`config.mk`:
```
export PLATFORM = sky130hd
export DESIGN_NAME = ipw_top
export DESIGN_NICKNAME = d
export VERILOG_FILES = /design/src/logic/ipw_pkg.sv /design/src/logic/ipw_wd_if.sv /design/src/logic/ipw_watchdog.sv /design/src/logic/ipw_top.sv
export SDC_FILE = /design/constraint.sdc
export NUM_CORES = 1
export LEC_CHECK = 0
export CAP_MARGIN = 25
export CORE_ASPECT_RATIO = 2
export CORE_UTILIZATION = 66
export CTS_CLUSTER_SIZE = 28
export DETAILED_ROUTE_END_ITERATION = 10
export DONT_BUFFER_PORTS = 1
export PLACE_DENSITY = 0.82
export SETUP_SLACK_MARGIN = 0.15
export SLEW_MARGIN = 20
export SYNTH_ARGS = -nofsm -noshare
export SYNTH_HDL_FRONTEND = slang
export SYNTH_SLANG_ARGS = --single-unit
```
`constraint.sdc`:
```
create_clock -name ref_clk_i -period 9.89 [get_ports ref_clk_i]
set_clock_uncertainty 0.05 [all_clocks]
set_input_delay 0.4945 -clock ref_clk_i [delete_from_list [all_inputs] [get_ports ref_clk_i]]
set_output_delay 0.4945 -clock ref_clk_i [all_outputs]
set_load 0.1 [all_outputs]
```
`src/logic/ipw_pkg.sv`:
```
// Constants shared by the interrupt priority and watchdog logic
package ipw_pkg;
  localparam int IPW_NSRC       = 13;
  localparam int IPW_NEXT       = 6;
  localparam int IPW_LVLW       = 3;
  // Source positions in natural order
  localparam int SRC_PF         = 0;
  localparam int SRC_EX0        = 1;
  localparam int SRC_TM0        = 2;
  localparam int SRC_EX1        = 3;
  localparam int SRC_TM1        = 4;
  localparam int SRC_WD         = 12;
  typedef int ipw_idx_tbl_t [IPW_NEXT];
  localparam ipw_idx_tbl_t IPW_EXT_SRC = '{1, 3, 8, 9, 10, 11};
  typedef logic [7:0] ipw_vec_tbl_t [IPW_NSRC];
  localparam ipw_vec_tbl_t IPW_VEC = '{8'h33, 8'h03, 8'h0b, 8'h13, 8'h1b, 8'h23, 8'h2b,
                                       8'h3b, 8'h43, 8'h4b, 8'h53, 8'h5b, 8'h63};
  localparam logic [2:0] LVL_PF = 3'h4;
  // Watchdog control register fields
  localparam int WDC_RESTART    = 0;
  localparam int WDC_RST_EN     = 1;
  localparam int WDC_WD_FLAG    = 3;
  localparam int WDC_PF_FLAG    = 4;
  localparam int WDC_PF_EN      = 5;
  // Clock control register ratio field
  localparam int CKC_RATIO_LSB  = 6;
  localparam logic [1:0] WD_RATIO_RST = 2'h0;
  // Watchdog timing in system clocks
  localparam int WD_BASE_LOG2   = 17;
  localparam int WD_STEP_LOG2   = 3;
  localparam int WD_RST_LAG     = 512;
endpackage

```
`src/logic/ipw_wd_if.sv`:
```
// Connection between the arbiter top and the watchdog timer
`timescale 1ns/1ns
interface ipw_wd_if;
  logic [1:0] ratio_sel;
  logic       restart;
  logic       reset_en;
  logic       irq_timeout;
  logic       reset_timeout;
  modport top (output ratio_sel, output restart, output reset_en,
               input irq_timeout, input reset_timeout);
  modport wd  (input ratio_sel, input restart, input reset_en,
               output irq_timeout, output reset_timeout);
endinterface

```
`src/logic/ipw_watchdog.sv`:
```
// Watchdog timeout generator: interrupt timeout, then reset timeout
`timescale 1ns/1ns
module ipw_watchdog #(
  parameter int BASE_LOG2 = ipw_pkg::WD_BASE_LOG2
) (
  // Clock and reset
  input  wire logic clk_i,
  input  wire logic rst_n_i,
  // Control and timeouts
  ipw_wd_if.wd      wd
);
  import ipw_pkg::*;

  localparam int CW = BASE_LOG2 + 3 * WD_STEP_LOG2 + 1;

  if (BASE_LOG2 < 10 || CW > 40) begin : g_chk
    $error("ipw_watchdog: BASE_LOG2 out of range");
  end

  logic [CW-1:0] cnt_reg;
  logic          armed_reg;
  logic          irq_reg;
  logic          rst_reg;
  logic [CW-1:0] interval;

  // Every ratio step multiplies the timeout by eight
  always_comb begin
    interval = CW'(1) << (BASE_LOG2 + WD_STEP_LOG2 * int'(wd.ratio_sel));
  end

  always_ff @(posedge clk_i or negedge rst_n_i) begin
    if (!rst_n_i) begin
      cnt_reg   <= '0;
      armed_reg <= 1'b0;
      irq_reg   <= 1'b0;
      rst_reg   <= 1'b0;
    end else begin
      irq_reg <= 1'b0;
      rst_reg <= 1'b0;
      if (wd.restart) begin
        cnt_reg   <= '0;
        armed_reg <= 1'b0;
      end else if (!armed_reg && cnt_reg == interval - CW'(1)) begin
        irq_reg   <= 1'b1;
        cnt_reg   <= '0;
        armed_reg <= wd.reset_en;
      end else if (armed_reg && cnt_reg == CW'(WD_RST_LAG - 1)) begin
        rst_reg   <= 1'b1;
        cnt_reg   <= '0;
        armed_reg <= 1'b0;
      end else begin
        cnt_reg <= cnt_reg + CW'(1);
      end
    end
  end

  assign wd.irq_timeout   = irq_reg;
  assign wd.reset_timeout = rst_reg;
endmodule

```
`src/logic/ipw_top.sv`:
```
// Interrupt prioritisation with watchdog timeout source
`timescale 1ns/1ns
// Overview of operation
// - Five levels 4..0; level 4 only for power-fail.
// - Every other source has two priority bits, levels 3..0.
// - Enabled power-fail request always wins arbitration.
// - Equal levels resolved by fixed natural order, earliest wins.
// - Order: pf, ext0, tmr0, ext1, tmr1, ser0, tmr2, ser1, ext2-5, watchdog.
// - Each source presents its fixed vector address.
// - Power-fail flag and enable sit at watchdog control bits 4 and 5.
// - Pending flags set on their event regardless of enable.
// - Edge external flag cleared when its routine is vectored to.
// - Level external flag follows the pin.
// - Timer 0/1 overflow flags cleared when vectored to.
// - Default interrupt timeout 2^17 clocks, reset 512 clocks later.
// - Reset on nrst_i returns watchdog ratio to its default; a watchdog reset does not.
// - Two ratio bits at clock control 7:6; each step multiplies by 8.
// - Watchdog reset trails interrupt timeout by 512 system clocks.
// - Restart bit restarts interval; without reset, periodic timeouts.
module ipw_top #(
  parameter int WD_BASE_LOG2 = ipw_pkg::WD_BASE_LOG2
) (
  // Clock and reset
  input  wire logic                          ref_clk_i,
  input  wire logic                          nrst_i,
  // External interrupt pins, active low
  input  wire logic [ipw_pkg::IPW_NEXT-1:0]  ext_pin_n_i,
  input  wire logic [ipw_pkg::IPW_NEXT-1:0]  ext_edge_mode_i,
  // Peripheral events and software flag clears
  input  wire logic [ipw_pkg::IPW_NSRC-1:0]  src_event_i,
  input  wire logic [ipw_pkg::IPW_NSRC-1:0]  flag_clr_i,
  // Enables and priority bits for sources 1..12
  input  wire logic [ipw_pkg::IPW_NSRC-2:0]  irq_en_i,
  input  wire logic [ipw_pkg::IPW_NSRC-2:0]  prio_low_i,
  input  wire logic [ipw_pkg::IPW_NSRC-2:0]  prio_high_i,
  // Watchdog and clock control writes
  input  wire logic                          wd_ctrl_wr_i,
  input  wire logic [7:0]                    wd_ctrl_data_i,
  input  wire logic                          clk_ctrl_wr_i,
  input  wire logic [7:0]                    clk_ctrl_data_i,
  // Processor core handshake
  input  wire logic                          vector_ack_i,
  input  wire logic                          reti_i,
  output logic                               irq_req_o,
  output logic [7:0]                         vector_o,
  output logic [ipw_pkg::IPW_LVLW-1:0]       irq_level_o,
  // Status
  output logic [ipw_pkg::IPW_NSRC-1:0]       pending_o,
  output logic [7:0]                         watchdog_control_reg_o,
  output logic [1:0]                         watchdog_ratio_sel_o,
  output logic                               wd_reset_o
);
  import ipw_pkg::*;

  // ----------------------------------------
  // Reset release and pin synchronisers
  // ----------------------------------------
  logic [1:0]          rst_sync_reg;
  logic                rst_n;
  logic [IPW_NEXT-1:0] pin_s1_reg;
  logic [IPW_NEXT-1:0] pin_s2_reg;
  logic [IPW_NEXT-1:0] pin_prev_reg;

  always_ff @(posedge ref_clk_i or negedge nrst_i) begin
    if (!nrst_i) begin
      rst_sync_reg <= 2'h0;
    end else begin
      rst_sync_reg <= {rst_sync_reg[0], 1'b1};
    end
  end
  assign rst_n = rst_sync_reg[1];

  always_ff @(posedge ref_clk_i or negedge rst_n) begin
    if (!rst_n) begin
      pin_s1_reg   <= '1;
      pin_s2_reg   <= '1;
      pin_prev_reg <= '1;
    end else begin
      pin_s1_reg   <= ext_pin_n_i;
      pin_s2_reg   <= pin_s1_reg;
      pin_prev_reg <= pin_s2_reg;
    end
  end

  // ----------------------------------------
  // Control registers
  // ----------------------------------------
  logic       wd_rst_en_reg;
  logic       pf_en_reg;
  logic [1:0] ratio_reg;
  logic       restart_reg;

  always_ff @(posedge ref_clk_i or negedge rst_n) begin
    if (!rst_n) begin
      wd_rst_en_reg <= 1'b0;
      pf_en_reg     <= 1'b0;
      restart_reg   <= 1'b0;
    end else begin
      restart_reg <= wd_ctrl_wr_i & wd_ctrl_data_i[WDC_RESTART];
      if (wd_ctrl_wr_i) begin
        wd_rst_en_reg <= wd_ctrl_data_i[WDC_RST_EN];
        pf_en_reg     <= wd_ctrl_data_i[WDC_PF_EN];
      end
    end
  end

  always_ff @(posedge ref_clk_i or negedge rst_n) begin
    if (!rst_n) begin
      ratio_reg <= WD_RATIO_RST;
    end else if (clk_ctrl_wr_i) begin
      ratio_reg <= clk_ctrl_data_i[CKC_RATIO_LSB +: 2];
    end
  end

  // ----------------------------------------
  // Watchdog timer
  // ----------------------------------------
  ipw_wd_if wd_if ();
  assign wd_if.ratio_sel = ratio_reg;
  assign wd_if.restart   = restart_reg;
  assign wd_if.reset_en  = wd_rst_en_reg;

  ipw_watchdog #(
    .BASE_LOG2 (WD_BASE_LOG2)
  ) u_wd (
    .clk_i     (ref_clk_i),
    .rst_n_i   (rst_n),
    .wd        (wd_if)
  );

  // ----------------------------------------
  // Pending flags
  // ----------------------------------------
  logic [IPW_NSRC-1:0] flag_reg;
  logic [IPW_NSRC-1:0] set_ev;
  logic [IPW_NSRC-1:0] hw_clr;
  logic [IPW_NSRC-1:0] level_src;
  logic [IPW_NSRC-1:0] level_val;
  logic [3:0]          gnt_src_reg;
  logic                taken;

  assign taken = vector_ack_i & irq_req_o;

  always_comb begin
    set_ev    = src_event_i;
    hw_clr    = '0;
    level_src = '0;
    level_val = '0;
    set_ev[SRC_WD] = src_event_i[SRC_WD] | wd_if.irq_timeout;
    for (int k = 0; k < IPW_NEXT; k++) begin
      set_ev[IPW_EXT_SRC[k]] = ext_edge_mode_i[k] & pin_prev_reg[k] & ~pin_s2_reg[k];
      hw_clr[IPW_EXT_SRC[k]] = ext_edge_mode_i[k] & taken &
                               (int'(gnt_src_reg) == IPW_EXT_SRC[k]);
      level_src[IPW_EXT_SRC[k]] = ~ext_edge_mode_i[k];
      level_val[IPW_EXT_SRC[k]] = ~pin_s2_reg[k];
    end
    hw_clr[SRC_TM0] = taken & (int'(gnt_src_reg) == SRC_TM0);
    hw_clr[SRC_TM1] = taken & (int'(gnt_src_reg) == SRC_TM1);
  end

  for (genvar i = 0; i < IPW_NSRC; i++) begin : g_flag
    always_ff @(posedge ref_clk_i or negedge rst_n) begin
      if (!rst_n) begin
        flag_reg[i] <= 1'b0;
      end else if (level_src[i]) begin
        flag_reg[i] <= level_val[i];
      end else if (set_ev[i]) begin
        flag_reg[i] <= 1'b1;
      end else if (hw_clr[i] || flag_clr_i[i]) begin
        flag_reg[i] <= 1'b0;
      end
    end
  end

  // ----------------------------------------
  // Arbitration
  // ----------------------------------------
  logic [IPW_NSRC-1:0] en_all;
  logic [IPW_LVLW-1:0] lvl      [IPW_NSRC];
  logic [IPW_LVLW-1:0] best_lvl;
  logic [3:0]          best_src;
  logic                best_vld;
  logic [4:0]          in_svc_reg;
  logic [IPW_LVLW-1:0] cur_lvl;
  logic                cur_vld;

  assign en_all = {irq_en_i, pf_en_reg};

  always_comb begin
    lvl[SRC_PF] = LVL_PF;
    for (int i = 1; i < IPW_NSRC; i++) begin
      lvl[i] = {1'b0, prio_high_i[i-1], prio_low_i[i-1]};
    end
  end

  // Strict compare keeps the earliest source on a tie
  always_comb begin
    best_lvl = '0;
    best_src = '0;
    best_vld = 1'b0;
    for (int i = 0; i < IPW_NSRC; i++) begin
      if (flag_reg[i] && en_all[i] && (!best_vld || lvl[i] > best_lvl)) begin
        best_lvl = lvl[i];
        best_src = 4'(i);
        best_vld = 1'b1;
      end
    end
  end

  always_comb begin
    cur_lvl = '0;
    cur_vld = 1'b0;
    for (int l = 0; l <= int'(LVL_PF); l++) begin
      if (in_svc_reg[l]) begin
        cur_lvl = IPW_LVLW'(l);
        cur_vld = 1'b1;
      end
    end
  end

  // ----------------------------------------
  // Core handshake
  // ----------------------------------------
  always_ff @(posedge ref_clk_i or negedge rst_n) begin
    if (!rst_n) begin
      irq_req_o   <= 1'b0;
      vector_o    <= '0;
      irq_level_o <= '0;
      gnt_src_reg <= '0;
    end else if (taken) begin
      irq_req_o <= 1'b0;
    end else begin
      irq_req_o   <= best_vld && (!cur_vld || best_lvl > cur_lvl);
      vector_o    <= IPW_VEC[best_src];
      irq_level_o <= best_lvl;
      gnt_src_reg <= best_src;
    end
  end

  // Service level stack: a return drops the highest active level
  always_ff @(posedge ref_clk_i or negedge rst_n) begin
    if (!rst_n) begin
      in_svc_reg <= '0;
    end else if (taken) begin
      in_svc_reg[irq_level_o] <= 1'b1;
    end else if (reti_i && cur_vld) begin
      in_svc_reg[cur_lvl] <= 1'b0;
    end
  end

  // ----------------------------------------
  // Status outputs
  // ----------------------------------------
  always_ff @(posedge ref_clk_i or negedge rst_n) begin
    if (!rst_n) begin
      pending_o              <= '0;
      watchdog_control_reg_o <= '0;
      watchdog_ratio_sel_o   <= WD_RATIO_RST;
      wd_reset_o             <= 1'b0;
    end else begin
      pending_o            <= flag_reg;
      watchdog_ratio_sel_o <= ratio_reg;
      wd_reset_o           <= wd_if.reset_timeout;
      watchdog_control_reg_o              <= '0;
      watchdog_control_reg_o[WDC_RST_EN]  <= wd_rst_en_reg;
      watchdog_control_reg_o[WDC_WD_FLAG] <= flag_reg[SRC_WD];
      watchdog_control_reg_o[WDC_PF_FLAG] <= flag_reg[SRC_PF];
      watchdog_control_reg_o[WDC_PF_EN]   <= pf_en_reg;
    end
  end
endmodule

```
* After elaboration in Yosys (flattened, before gate mapping)
Memory sizes are Yosys's and may differ from the RTL's. A register that Yosys moved wholly into a read port is not among the register bits. Index checks and enable logic that the tools add are counted.
Operators by class: $add $sub $neg 3, multiply operators 1, div/mod/pow operators 0, magnitude comparators 17, eq/ne operators 16, shifts and indexed selects 1, multiplexer cells 97, bitwise operators 39, reductions and logical operators 77
Operator list (count):
- 27-bit 2-to-1 mux | 3
- 1-bit 2-to-1 mux | 63
- 3-bit 2-to-1 mux | 18
- 2-bit by 3-bit greater-than comparator with 1-bit output | 12
- 6-bit by 32-bit adder with 32-bit output, first input constant | 1
- 1-bit by 32-bit << shifter with 27-bit output, first input constant | 1
- 1-bit logical AND | 31
- 1-bit bitwise AND | 28
- 27-bit by 1-bit adder with 27-bit output, second input constant | 1
- 27-bit == test | 1
- 27-bit by 9-bit == test with 1-bit output, second input constant | 1
- 27-bit by 1-bit subtractor with 27-bit output, second input constant | 1
- 1-bit logical OR | 21
- 4-bit == test, second input constant | 5
- 4-bit 2-to-1 mux | 5
- 3-bit by 1-bit inequality test with 1-bit output, second input constant | 6
- 1-bit zero test | 16
- 2-bit nonzero test | 8
- 5-bit 2-to-1 mux | 2
- 4-bit by 3-bit == test with 1-bit output, second input constant | 2
- 3-bit by 4-bit less-than comparator with 1-bit output, second input constant | 2
- 2-bit 2-to-1 mux | 4
- 1-bit demux with 3-bit select | 2
- 3-bit by 1-bit greater-or-equal comparator with 1-bit output, second input constant | 2
- other kinds (10) | 15
Storage, ports and cells: bits in registers 101, bits in latches 0, bits in writable memories 0, bits in read-only memories 128, input bits 96, output and inout port bits 36, word-level logic and storage cells 285, memories kept 1
Memories:
- (name not given) | depth 16, width 8, read ports 1, clocked after memory_dff 1, wr ports 0, line ipw_top.sv:234 | vector_o <= IPW_VEC[best_src];

* Depth between registers and ports, before layout
Gate-level depths: netlist (run 1).
word-level depth 54, depth in mapped cells 83, depth with buffers taken out 81

* Modules after synthesis
From an unflattened synthesis (run 1), not the netlist that was laid out.
Second synthesis, totals: cell total of the unflattened synthesis 586, area total of the unflattened synthesis 5878.1 um2
Modules (own cells, without submodules):
- ipw_top | instances 1, cells each 405, area an instance 4117.7 um2, seq. area each 1849.3 um2
- ipw_watchdog | instances 1, cells each 181, area an instance 1760.4 um2, seq. area each 750.7 um2

* Worst setup path before layout (run 1)
No wires, ideal clock.
path type register -> register, start point register flag_reg[0], end point register irq_req_o, library setup time 0.132 ns, arrival 13.974 ns, required time 9.708 ns, slack -4.266 ns, cell stages (with the launch flop) 77, path buffers 2, clock period less this slack 14.156 ns, cells stage by stage dfrtp_1 nand2_1 buf_2 nand4_1 ha_1 nand2_1 o2111ai_1 o32a_1 ha_1 nor2b_1 o211ai_1 a21o_1 a21o_1 ha_1 nor2b_1 o21ai_0 a21oi_1 a211oi_1 [41 not listed] a211o_1 o21ai_1 nor3_1 a21oi_1 a21boi_0 ha_1 nor2b_1 o2111ai_1 o31a_1 clkbuf_1 o211a_1 nor2_1 ha_1 a21o_1 a21oi_1 a31oi_1 o21ai_0 a31oi_1
Between the ends: cells in the longest elaborated chain, start to end 54, elaborated cells on any way between the ends 79, classes of those cells 13 x order compare; 27 x mux; 39 x reduce/logical
Ends and longest elaborated chain:
- from (decl) | line ipw_top.sv:134 | logic [IPW_NSRC-1:0] flag_reg;
- from (signal, indexed assignment) | line ipw_top.sv:166 | flag_reg[i] <= level_val[i];
- 1-bit logical AND * | line ipw_top.sv:202 | if (flag_reg[i] && en_all[i] && (!best_vld || lvl[i] > best_lvl)) begin
- 3-bit 2-to-1 mux or 1-bit 2-to-1 mux (tied branches) | line ipw_top.sv:202
- 2-bit by 3-bit greater-than comparator with 1-bit output or 1-bit zero test (tied branches) | line ipw_top.sv:202
- 1-bit logical OR | line ipw_top.sv:202
- 1-bit logical AND | line ipw_top.sv:202
- 3-bit 2-to-1 mux or 1-bit 2-to-1 mux (tied branches) | line ipw_top.sv:202
- 2-bit by 3-bit greater-than comparator with 1-bit output or 1-bit zero test (tied branches) | line ipw_top.sv:202
- 1-bit logical OR | line ipw_top.sv:202
- [39 not listed]
- 1-bit logical OR | line ipw_top.sv:202
- 1-bit logical AND | line ipw_top.sv:202
- 3-bit 2-to-1 mux * | line ipw_top.sv:202
- net best_lvl[1] | line ipw_top.sv:180 | logic [IPW_LVLW-1:0] best_lvl;
- 3-bit greater-than comparator * | line ipw_top.sv:233 | irq_req_o <= best_vld && (!cur_vld || best_lvl > cur_lvl);
- 1-bit logical OR * | line ipw_top.sv:233
- 1-bit logical AND * | line ipw_top.sv:233
- 1-bit 2-to-1 mux * | line ipw_top.sv:230 | end else if (taken) begin
- to (signal assigned) | line ipw_top.sv:233
- to (decl) | line ipw_top.sv:44 | output logic irq_req_o,
Mark *: on every way through the listed nets, which the timed path passes. The rest lies on a longest branch. A chain may end at the register's enable or synchronous reset.

* Final worst setup path (run 1)
start point register pf_en_reg, end point register irq_req_o
Between the ends: cells in the longest elaborated chain, start to end 54, elaborated cells on any way between the ends 79, classes of those cells 13 x order compare; 27 x mux; 39 x reduce/logical
Ends and longest elaborated chain:
- from (decl) | line ipw_top.sv:89 | logic pf_en_reg;
- from (signal assigned) | line ipw_top.sv:102 | pf_en_reg <= wd_ctrl_data_i[WDC_PF_EN];
- 1-bit logical AND * | line ipw_top.sv:202
- 3-bit 2-to-1 mux or 1-bit 2-to-1 mux (tied branches) | line ipw_top.sv:202
- 2-bit by 3-bit greater-than comparator with 1-bit output or 1-bit zero test (tied branches) | line ipw_top.sv:202
- 1-bit logical OR | line ipw_top.sv:202
- 1-bit logical AND | line ipw_top.sv:202
- 3-bit 2-to-1 mux or 1-bit 2-to-1 mux (tied branches) | line ipw_top.sv:202
- 2-bit by 3-bit greater-than comparator with 1-bit output or 1-bit zero test (tied branches) | line ipw_top.sv:202
- 1-bit logical OR | line ipw_top.sv:202
- [39 not listed]
- 1-bit logical OR | line ipw_top.sv:202
- 1-bit logical AND | line ipw_top.sv:202
- 3-bit 2-to-1 mux * | line ipw_top.sv:202
- net best_lvl[1] | line ipw_top.sv:180
- 3-bit greater-than comparator * | line ipw_top.sv:233
- 1-bit logical OR * | line ipw_top.sv:233
- 1-bit logical AND * | line ipw_top.sv:233
- 1-bit 2-to-1 mux * | line ipw_top.sv:230
Marks and branches as above.

==> flow_metrics.py, run 1 <==
metrics = {
    "yosys": {
        "synth_ff_type": "dfrtp_1",
        "async_flop_share_pct": 100,
        "ys_seq_area_share_pct": 44.6,
        "syn_area_per_cell_um2": 9.48,
        "synth_cell_types": 70,
        "postSynthCellCount": 614,
        "synth_area_mm2": 0.00582,
        "synth-edff-count": 0,
        "yosysWarnings": 0,
        "ys_ff_latch": 103,
    },
    "global_routing": {
        "grtUsageTotal_pct": 41.3,
        "antenna_found_initial": 0,
        "grt_pass1_vias": 5510,
        "grt_max_degree": 71,
        "grt_pass1_wl_mm": 27.1,
        "grt.overflow.total": 0,
    },
    "final_layout": {
        "design_area_mm2": 0.00751,
        "largest_register_ffs": 27,
        "area_growth_syn_to_layout_pct": 29.1,
        "fin_util_pct": 87.5,
        "final_layout_size_suffix_gt1_share_pct": 31.8,
        "final_cells": 816,
        "finalNetCount": 847,
        "diodes": 0,
    },
    "critical_path": {
        "cp.depth": 75,
        "startpoint_type": "flop",
        "cp_common_cell": "ha_1",
        "end_kind": "flop",
        "cp_num_buf_inv": 8,
        "path_class": "flop to flop",
        "crit_path_max_incr_delay_ps": 420,
        "worst_path_max_delay_cell": "dfrtp_1",
        "arrival_ps": 14930,
        "crit_start": "pf_en_reg$_DFFE_PN0P_",
        "timing.rr.start": "pf_en_reg$_DFFE_PN0P_",
        "ff2ff_path_depth": 75,
        "cp_max_fo": 6,
        "crit_family": "compound AO/OA/AOI/OAI gates",
        "required_ps": 10060,
    },
    "run": {
        "maxCapViolations": 0,
    },
    "placement": {
        "dpl.hpwl_mm": 12.6,
        "port_buffers": 0,
        "placed_area_mm2": 0.00650,
        "routabilityCongestion": 0.932,
        "place_inst": 763,
        "preCtsSetupSlack_ps": -3900,
    },
    "clocking": {
        "cts_tree": "yes",
        "htree_levels": 3,
        "insertion_delay_ps": 350,
        "cts-root-buf": "clkbuf_16",
        "clk_path_buf_depth": 2,
        "cts_sinks": 103,
        "cts-buffers-inserted": 9,
        "clkTransAtPathRegs_ps": 70,
    },
    "floorplan": {
        "core_mm2": 0.00859,
        "start_util_pct": 67.8,
        "fp.dieW_um": 68.4,
        "num_io_pins": 132,
        "die_area_mm2": 0.00923,
        "fp.dieH_um": 135,
        "num_rows": 48,
    },
    "pwr": {
        "p_switching_uw": 781,
        "vdd.ir_drop.worst_mv": 0.156,
        "pwr-share-seq_pct": 39.1,
        "pwr-share-clk_pct": 20.9,
        "p_leak_nw": 3.37,
        "cellPowerDensity_mw_per_mm2": 238,
        "p_comb_share_pct": 40.0,
        "power_mw": 1.79,
        "power_switching_share_pct": 43.7,
        "internal_power_mw": 1.01,
    },
    "outcome": {
        "violations": "negative setup slack",
        "status": "finished, violations left",
    },
    "drt": {
        "wl_mm": 20.2,
        "drtAntennaViolNets": 0,
        "drcViolationCount": 0,
        "wl_met1_mm": 6.00,
        "vias_per_cell": 6.80,
        "wl_met2_mm": 10.4,
        "wl_per_cell_um": 24.7,
        "dr_total_vias": 5547,
        "drt_iter0_markers": 672,
        "first_pass_iters": 7,
        "wl_met3_mm": 1.77,
        "highest_layer": "met5",
    },
    "sta": {
        "min_period_over_period_pct": 149,
        "hold_ws_ps": 82.0,
        "final.setup.worst_slack_ps": -4880,
        "report.final.slew_viol_count": 0,
        "tightestPinTransition_ps": 1090,
        "rsz0062_at_grt": "true",
        "finalSetupTns_ps": -43880,
        "clock.fmax_mhz": 67.7,
        "relSlewSlack_pct": 27.1,
        "setup_violations": 10,
        "hold_violations": 0,
        "fin_crit_ps": 14770,
    },
    "min_path": {
        "hold_class": "input pin to flop",
        "hp-start": "ext_pin_n_i[1]",
        "worstHoldPathCells": 0,
    },
}
-- cell usage after synthesis (6+ instances only) --
| library cell | instances | area [um2] |
|---|---|---|
| nor3_1 | 13 | 65.1 |
| a22oi_1 | 6 | 45.0 |
| nand2_1 | 63 | 236 |
| dfstp_2 | 18 | 473 |
| o32ai_1 | 6 | 52.6 |
| nand2b_1 | 9 | 56.3 |
| dfrtp_1 | 85 | 2130 |
| inv_1 | 47 | 176 |
| a211oi_1 | 7 | 52.6 |
| a21o_1 | 10 | 75.1 |
| nor2_1 | 59 | 221 |
| buf_4 | 10 | 75.1 |
| nand4_1 | 14 | 87.6 |
| ha_1 | 40 | 500 |
| o21ai_0 | 24 | 120 |
| xor2_1 | 18 | 158 |
| xnor2_1 | 13 | 114 |
| a21oi_1 | 24 | 120 |
| nand3_1 | 17 | 85.1 |
| nor2b_1 | 17 | 106 |
| and2_1 | 11 | 68.8 |
-- kinds of logic after synthesis --
logic type	share of synthesized area (%)
AOI/OAI and AO/OA	16.2
xor gates and xnor gates	5.05
adders and majority gates	8.59
buffers and inverters	5.11
DFF	44.6
muxes	0.924
other	0.129
and+or+nand+nor	19.3
-- final timing paths --
check	endpoint	slack, ps
worst max-delay path	irq_req_o$_DFF_PN0_	-4880
worst min-delay path	pin_s1_reg[1]$_DFF_PN1_	80
worst max register to register	irq_req_o$_DFF_PN0_	-4880
worst min register to register	flag_reg[8]$_DFFE_PN0P_	220
max in group asynchronous	pending_o[5]$_DFF_PN0_	8340
min in group asynchronous	flag_reg[8]$_DFFE_PN0P_	220
-- cells in the final DEF, fill, tap and decap left out, types with 4 or more instances in the layout --
master     netlist  final
a211oi_2         0      4
a21o_1          10     10
a21oi_1         24     11
a21oi_2          1     12
a22oi_1          6      5
a31oi_1          5      5
and2_1          11      9
and3_1           4      4
buf_4           10     92
buf_6            0      7
clkbuf_16        0      9
conb_1           2      7
dfrtp_1         85     81
dfstp_2         18     18
ha_1            40     24
ha_2             0      4
ha_4             0     12
inv_1           47     43
inv_2            2      5
nand2_1         63     57
nand2_2          0      6
nand2b_1         9      9
nand3_1         17     17
nand4_1         14     14
nor2_1          59     57
nor2b_1         17     10
nor2b_4          0      7
nor3_1          13     11
nor4_1           5      5
o211ai_1         4      4
o21ai_0         24     16
o21ai_1          4      7
o21ai_2          1      4
o32ai_1          6      6
xnor2_1         13     13
xor2_1          18     18
-- per-layer routing --
layer  track usage (%)  vias to the layer above
li1                  -                     2346
met1              37.2                     2662
met2              68.0                      376
met3              15.0                      161
met4              36.7                        2
met5                 0                        -
-- cell type report --
type	count	area, um2
inverters	49	186
multi-input cells	448	3500
flip-flops and latches	103	2610
fillers	374	1070
well taps	100	125
clock inverters	7	92.6
repair buffers	100	779
clock buffers	9	225
-- power by group through the flow --
stage	combinational, mW	clock [mW]	sequential [mW]
2_1_floorplan	0.360	0	0.670
3_3_place_gp	0.470	0	0.700
3_5_place_dp	0.495	0	0.703
4_1_cts	0.558	0.373	0.695
5_1_grt	0.774	0.388	0.708
6_report	0.715	0.373	0.700
-- what timing repair did --
action	4_1_cts	5_1_grt
resized for setup	25	51
gates cloned	0	0
buffers inserted	21	15
pin swaps	33	50
hold endpoints to repair	2	0
hold buffers	1	0
endpoints found under the setup margin	10	10
No activity file was read; power rests on OpenSTA's default activity.
==> run 2: changes to the inputs <==
MAX_ROUTING_LAYER = met4   (was not set)
clock period = 17.8 ns   (was 9.89 ns; I/O delays follow)
==> run 2 against run 1 <==
Net effect: final area is 17% lower; sequential share of layout area is 7.1 points higher; final cell count shrank 12%; largest cell class unchanged; highest routed layer is now met4; the flow now finishes without violations; power fell by 54%; via count is 15% lower; first-iteration DRC count down 51%.
==> flow_metrics.py, run 2 (synthesis gave the netlist of run 1 again) <==
metrics = {
    "global_routing": {
        "met2_usage_pct": 59.9,
        "grt_busiest_layer": "met2",
        "use_met3_pct": 7.94,
        "grt_max_degree": 60,
        "antenna_found_initial": 0,
        "grt.overflow.total": 0,
        "grt_pass1_vias": 4840,
        "grtUsageTotal_pct": 34.9,
        "grt_pass1_wl_mm": 22.6,
        "grtUsageMet1_pct": 31.2,
    },
    "floorplan": {
        "fp.dieW_um": 68.4,
        "start_util_pct": 67.8,
        "num_io_pins": 132,
        "die_area_mm2": 0.00923,
        "fp.dieH_um": 135,
        "core_mm2": 0.00859,
        "num_rows": 48,
    },
    "critical_path": {
        "end_kind": "flop",
        "ff2ff_path_depth": 77,
        "required_ps": 17970,
        "arrival_ps": 16590,
        "startpoint_type": "flop",
        "worst_path_max_delay_cell": "or3_2",
        "timing.rr.start": "pf_en_reg$_DFFE_PN0P_",
        "path_class": "flop to flop",
        "cp_num_buf_inv": 7,
        "r2r_end": "irq_req_o$_DFF_PN0_",
        "cp_common_cell": "ha_1",
        "crit_family": "compound AO/OA/AOI/OAI gates",
        "cp_max_fo": 14,
        "crit_path_max_incr_delay_ps": 520,
        "r2r_slack_ps": 1390,
    },
    "final_layout": {
        "design_area_mm2": 0.00623,
        "fillerInstances": 620,
        "fin_util_pct": 72.6,
        "multi_input_area_mm2": 0.00296,
        "final_layout_size_suffix_gt1_share_pct": 9.87,
        "largest_register_ffs": 27,
        "area_growth_syn_to_layout_pct": 7.05,
        "mostFrequentLayoutCells": "dfrtp_1, nand2_1, nor2_1",
        "mostFrequentLayoutCell": "dfrtp_1",
        "register_area_mm2": 0.00261,
        "finalNetCount": 749,
        "diodes": 0,
        "final_cells": 718,
    },
    "drt": {
        "vias_per_cell": 6.54,
        "wl_per_cell_um": 20.2,
        "wl_mm": 14.5,
        "drt_iter0_markers": 332,
        "first_pass_iters": 6,
        "dr_total_vias": 4693,
        "drtAntennaViolNets": 0,
        "drcViolationCount": 0,
    },
    "pwr": {
        "cellPowerDensity_mw_per_mm2": 132,
        "p_leak_nw": 2.82,
        "vdd.ir_drop.worst_mv": 0.0845,
    },
    "sta": {
        "setup_violations": 0,
        "min_period_over_period_pct": 92.2,
        "hold_violations": 0,
        "rsz0062_at_grt": "false",
        "clock.fmax_mhz": 60.9,
        "tightestPinTransition_ps": 1040,
        "finalSetupTns_ps": 0,
        "relSlewSlack_pct": 30.6,
        "fin_crit_ps": 16410,
        "final.setup.worst_slack_ps": 1390,
        "report.final.slew_viol_count": 0,
    },
    "min_path": {
        "hold_class": "input pin to asynchronous set/reset pin",
    },
    "placement": {
        "placed_area_mm2": 0.00587,
        "place_inst": 701,
        "preCtsSetupSlack_ps": 1140,
        "routabilityCongestion": 0.957,
        "dpl.hpwl_mm": 11.0,
        "port_buffers": 0,
    },
    "clocking": {
        "cts-buffers-inserted": 9,
        "cts_tree": "yes",
        "htree_levels": 3,
        "cts_sinks": 103,
        "clk_path_buf_depth": 2,
        "cts-root-buf": "clkbuf_16",
        "clkTransAtPathRegs_ps": 70,
        "cts_setup_buffers": 0,
        "insertion_delay_ps": 350,
    },
    "run": {
        "maxCapViolations": 0,
    },
    "outcome": {
        "status": "completed",
    },
}
## run 2: how the worst max path moves through the flow
| stage | startpoint | end | slack [ps] | cells past startpoint |
|---|---|---|---|---|
| final | pf_en_reg$_DFFE_PN0P_ | irq_req_o$_DFF_PN0_ | 1390 | 77 |
| after global routing | flag_reg[0]$_DFFE_PN0P_ | vector_o[4]$_DFFE_PN0N_ | 280 | 75 |
| after CTS | flag_reg[0]$_DFFE_PN0P_ | irq_req_o$_DFF_PN0_ | 1100 | 76 |
| after detailed placement | pf_en_reg$_DFFE_PN0P_ | irq_req_o$_DFF_PN0_ | 1140 | 77 |
| after global placement | pf_en_reg$_DFFE_PN0P_ | irq_req_o$_DFF_PN0_ | 1710 | 76 |
| after floorplan | prio_high_i[0] | irq_req_o$_DFF_PN0_ | 3490 | 74 |
## run 2: report_power, final
group | switching [mW] | internal, mW
Sequential | 0.128 | 0.262
Combinational | 0.127 | 0.0843
Clock | 0.0914 | 0.126
Total | 0.347 | 0.473
## run 2: metal layers
layer | vias up | routed length, um
met3 | 91 | 903
met1 | 2244 | 4480
li1 | 2140 | -
met2 | 218 | 7860
met5 | - | 0
met4 | 0 | 1240
## run 2: final cells by class
class / count / area share (%)
multi-input combinational: 448 / 47.4
inverter: 49 / 2.95
sequential: 103 / 41.8
timing repair buffer: 2 / 0.361
clock buffer: 9 / 3.61
tap: 100 / 2.01
clock inverter: 7 / 1.83
## run 2: worst reg2reg max path: cells and delay by family (launching register included)
| family | cells | cell delay [ps] |
|---|---|---|
| compound gates | 41 | 9160 |
| buf+inv | 7 | 480 |
| fa+ha+maj | 12 | 3110 |
| simple gates | 17 | 2980 |
| flops | 1 | 500 |
## run 2: stage by stage
step	total power, mW	hold WS (ps)
5_1_grt	0.862	158
3_3_place_gp	0.585	273
4_1_cts	0.818	164
2_1_floorplan	0.548	281
6_report	0.820	174
3_5_place_dp	0.599	286
## run 2: repair_timing
action / CTS / global route
endpoints found under the setup margin: 0 / 4
hold buffers: 0 / 0
gates resized for setup: 0 / 4
endpoints found under the hold margin: 0 / 0
==> run 3: changes to the inputs <==
ABC_AREA = 1   (was not set)
SLEW_MARGIN = 40   (was 20)
==> run 3 against run 2 <==
Net effect: first-iteration DRC count down 5.4%; final area up 4.5%; sequential cell count unchanged; clock power down 6%; sequential share of layout area down 1.5 points; fmax up 18%; via count up 5.9%; combinational power up 10%; sequential power down 4%; critical endpoint unchanged; largest power group unchanged; highest routed layer unchanged.
==> flow_metrics.py, run 3 <==
metrics = {
    "outcome": {
        "status": "completed",
    },
    "sta": {
        "finalSetupTns_ps": 0,
        "clock.fmax_mhz": 72.2,
        "relSlewSlack_pct": 41.0,
        "hold_violations": 0,
        "rsz0062_at_grt": "false",
        "hold_ws_ps": 180,
        "min_period_over_period_pct": 77.8,
        "tightestPinTransition_ps": 886,
        "fin_crit_ps": 13850,
        "setup_violations": 0,
        "report.final.slew_viol_count": 0,
    },
    "critical_path": {
        "cp_common_cell": "nand2_1",
        "worst_path_max_delay_cell": "dfrtp_1",
        "cp_max_fo": 10,
        "end_kind": "flop",
        "r2r_slack_ps": 3950,
        "required_ps": 17990,
        "startpoint_type": "flop",
        "crit_path_max_incr_delay_ps": 430,
        "path_class": "flop to flop",
        "arrival_ps": 14040,
    },
    "placement": {
        "port_buffers": 0,
        "place_inst": 852,
        "routabilityCongestion": 0.980,
        "dpl.hpwl_mm": 11.5,
    },
    "final_layout": {
        "area_growth_syn_to_layout_pct": 6.60,
        "final_layout_size_suffix_gt1_share_pct": 12.0,
        "mostFrequentLayoutCell": "nand2_1",
        "mostFrequentLayoutCells": "nand2_1, inv_1, nor2_1, dfrtp_1, nand3_1",
        "diodes": 0,
        "final_cells": 868,
        "finalNetCount": 897,
        "largest_register_ffs": 27,
    },
    "global_routing": {
        "grt_pass1_wl_mm": 23.5,
        "grt_pass1_vias": 5271,
        "grt_max_degree": 59,
        "antenna_found_initial": 0,
        "grtUsageTotal_pct": 32.0,
        "grt.overflow.total": 0,
    },
    "yosys": {
        "syn_area_per_cell_um2": 8.05,
        "ys_seq_area_share_pct": 42.6,
        "synth_commonest_cells": "nand2_1, inv_1, dfrtp_1",
        "ys_ff_latch": 103,
        "synth.most_common_cell": "nand2_1",
        "yosysWarnings": 0,
        "ys_top_cells_by_area": "dfrtp_1, nand2_1, ha_1, dfstp_2, inv_1",
        "synth_top_area_share_pct": 34.8,
        "synth_cell_types": 45,
        "synth_area_mm2": 0.00611,
        "synth-edff-count": 0,
        "postSynthCellCount": 759,
        "yosys.area.top_type": "dfrtp_1",
        "synth_ff_type": "dfrtp_1",
        "async_flop_share_pct": 100,
    },
    "drt": {
        "drtAntennaViolNets": 0,
        "vias_per_cell": 5.73,
        "wl_mm": 14.3,
        "wl_per_cell_um": 16.5,
        "drcViolationCount": 0,
        "dr_total_vias": 4972,
        "first_pass_iters": 6,
        "drt_iter0_markers": 314,
    },
    "pwr": {
        "vdd.ir_drop.worst_mv": 0.0677,
        "power_uw": 815,
        "p_leak_nw": 3.21,
        "cellPowerDensity_mw_per_mm2": 125,
    },
    "clocking": {
        "clkTransAtPathRegs_ps": 80,
        "cts_sinks": 103,
        "cts_setup_buffers": 0,
        "cts_hold_buf": 0,
        "cts-buffers-inserted": 9,
        "htree_levels": 3,
        "cts-root-buf": "clkbuf_16",
        "insertion_delay_ps": 350,
        "cts_resized": 0,
        "cts_tree": "yes",
        "clk_path_buf_depth": 2,
    },
    "floorplan": {
        "num_rows": 49,
        "fp.dieH_um": 138,
        "fp.dieW_um": 70.0,
        "die_area_mm2": 0.00967,
        "num_io_pins": 132,
        "core_mm2": 0.00901,
        "start_util_pct": 67.8,
    },
    "run": {
        "maxCapViolations": 0,
    },
    "min_path": {
        "hold_class": "input pin to asynchronous set/reset pin",
    },
}
[run 3: cell types whose count changed after synthesis, sizes merged, moves of 9 or more]
cell,delta
nand3,+32
a21oi,-13
o21ai,+11
nor2b,-17
nor4,+11
a21o,-9
nand2,+94
nand2b,-9
nor2,+36
inv,+67
nor3,+10
[run 3: power breakdown]
part / leakage (nW) / switching, mW / internal, mW
Combinational: 1.82 / 0.148 / 0.0861
Sequential: 1.24 / 0.111 / 0.265
Clock: 0.155 / 0.0918 / 0.112
Total: 3.21 / 0.351 / 0.464
[run 3: through the flow]
step / area, um2 / setup slack [ps] / utilization (%)
floorplan: 6130 / 5550 / -
global placement: 6150 / 4270 / 68.2
detailed placement: 6190 / 3900 / 68.7
CTS: 6510 / 4020 / 72.2
global route: 6510 / 2300 / 72.2
finish: 6510 / 3950 / 72.2
[run 3: worst max-delay path, delay by kind of cell (launching register included)]
family	cells	cell delay [ps]
buffers and inverters	19	1510
AO/OA/AOI/OAI	19	2500
flip-flops	1	430
AND/OR/NAND/NOR	54	5870
adder cells (fa/ha/maj)	12	3390
[run 3: cell type report]
class / count / area, um2
clock buffers: 9 / 225
fillers: 705 / 2500
clock inverters: 7 / 88.8
multi-input cells: 527 / 2960
well taps: 102 / 128
inverters: 117 / 442
repair buffers: 3 / 38.8
flip-flops and latches: 103 / 2630
[run 3: layer usage]
metal,wire length (um),track usage [%],vias to the layer above
met4,1020,22.1,0
met5,0,-,-
met2,8080,59.4,159
li1,-,-,2423
met1,4620,28.2,2316
met3,571,5.17,74
[run 3: kinds of logic after synthesis]
| group | synth area share (%) |
|---|---|
| AND/OR/NAND/NOR | 27.8 |
| buffers and inverters | 9.26 |
| flip-flops | 42.6 |
| AO/OA/AOI/OAI | 7.29 |
| adder cells (fa/ha/maj) | 8.19 |
| XOR/XNOR | 4.44 |
| other | 0.123 |
| multiplexers | 0.369 |
[run 3: final timing paths]
kind	from	to	cells after the start
max	pf_en_reg$_DFFE_PN0P_	irq_req_o$_DFF_PN0_	104
min	nrst_i	rst_sync_reg[1]$_DFF_PN0_	0
max reg2reg	pf_en_reg$_DFFE_PN0P_	irq_req_o$_DFF_PN0_	104
min reg2reg	u_wd.wd.reset_timeout$_DFF_PN0_	wd_reset_o$_DFF_PN0_	0
max in group asynchronous	rst_sync_reg[1]$_DFF_PN0_	watchdog_control_reg_o[3]$_DFF_PN0_	1
min in group ref_clk_i	u_wd.wd.reset_timeout$_DFF_PN0_	wd_reset_o$_DFF_PN0_	0
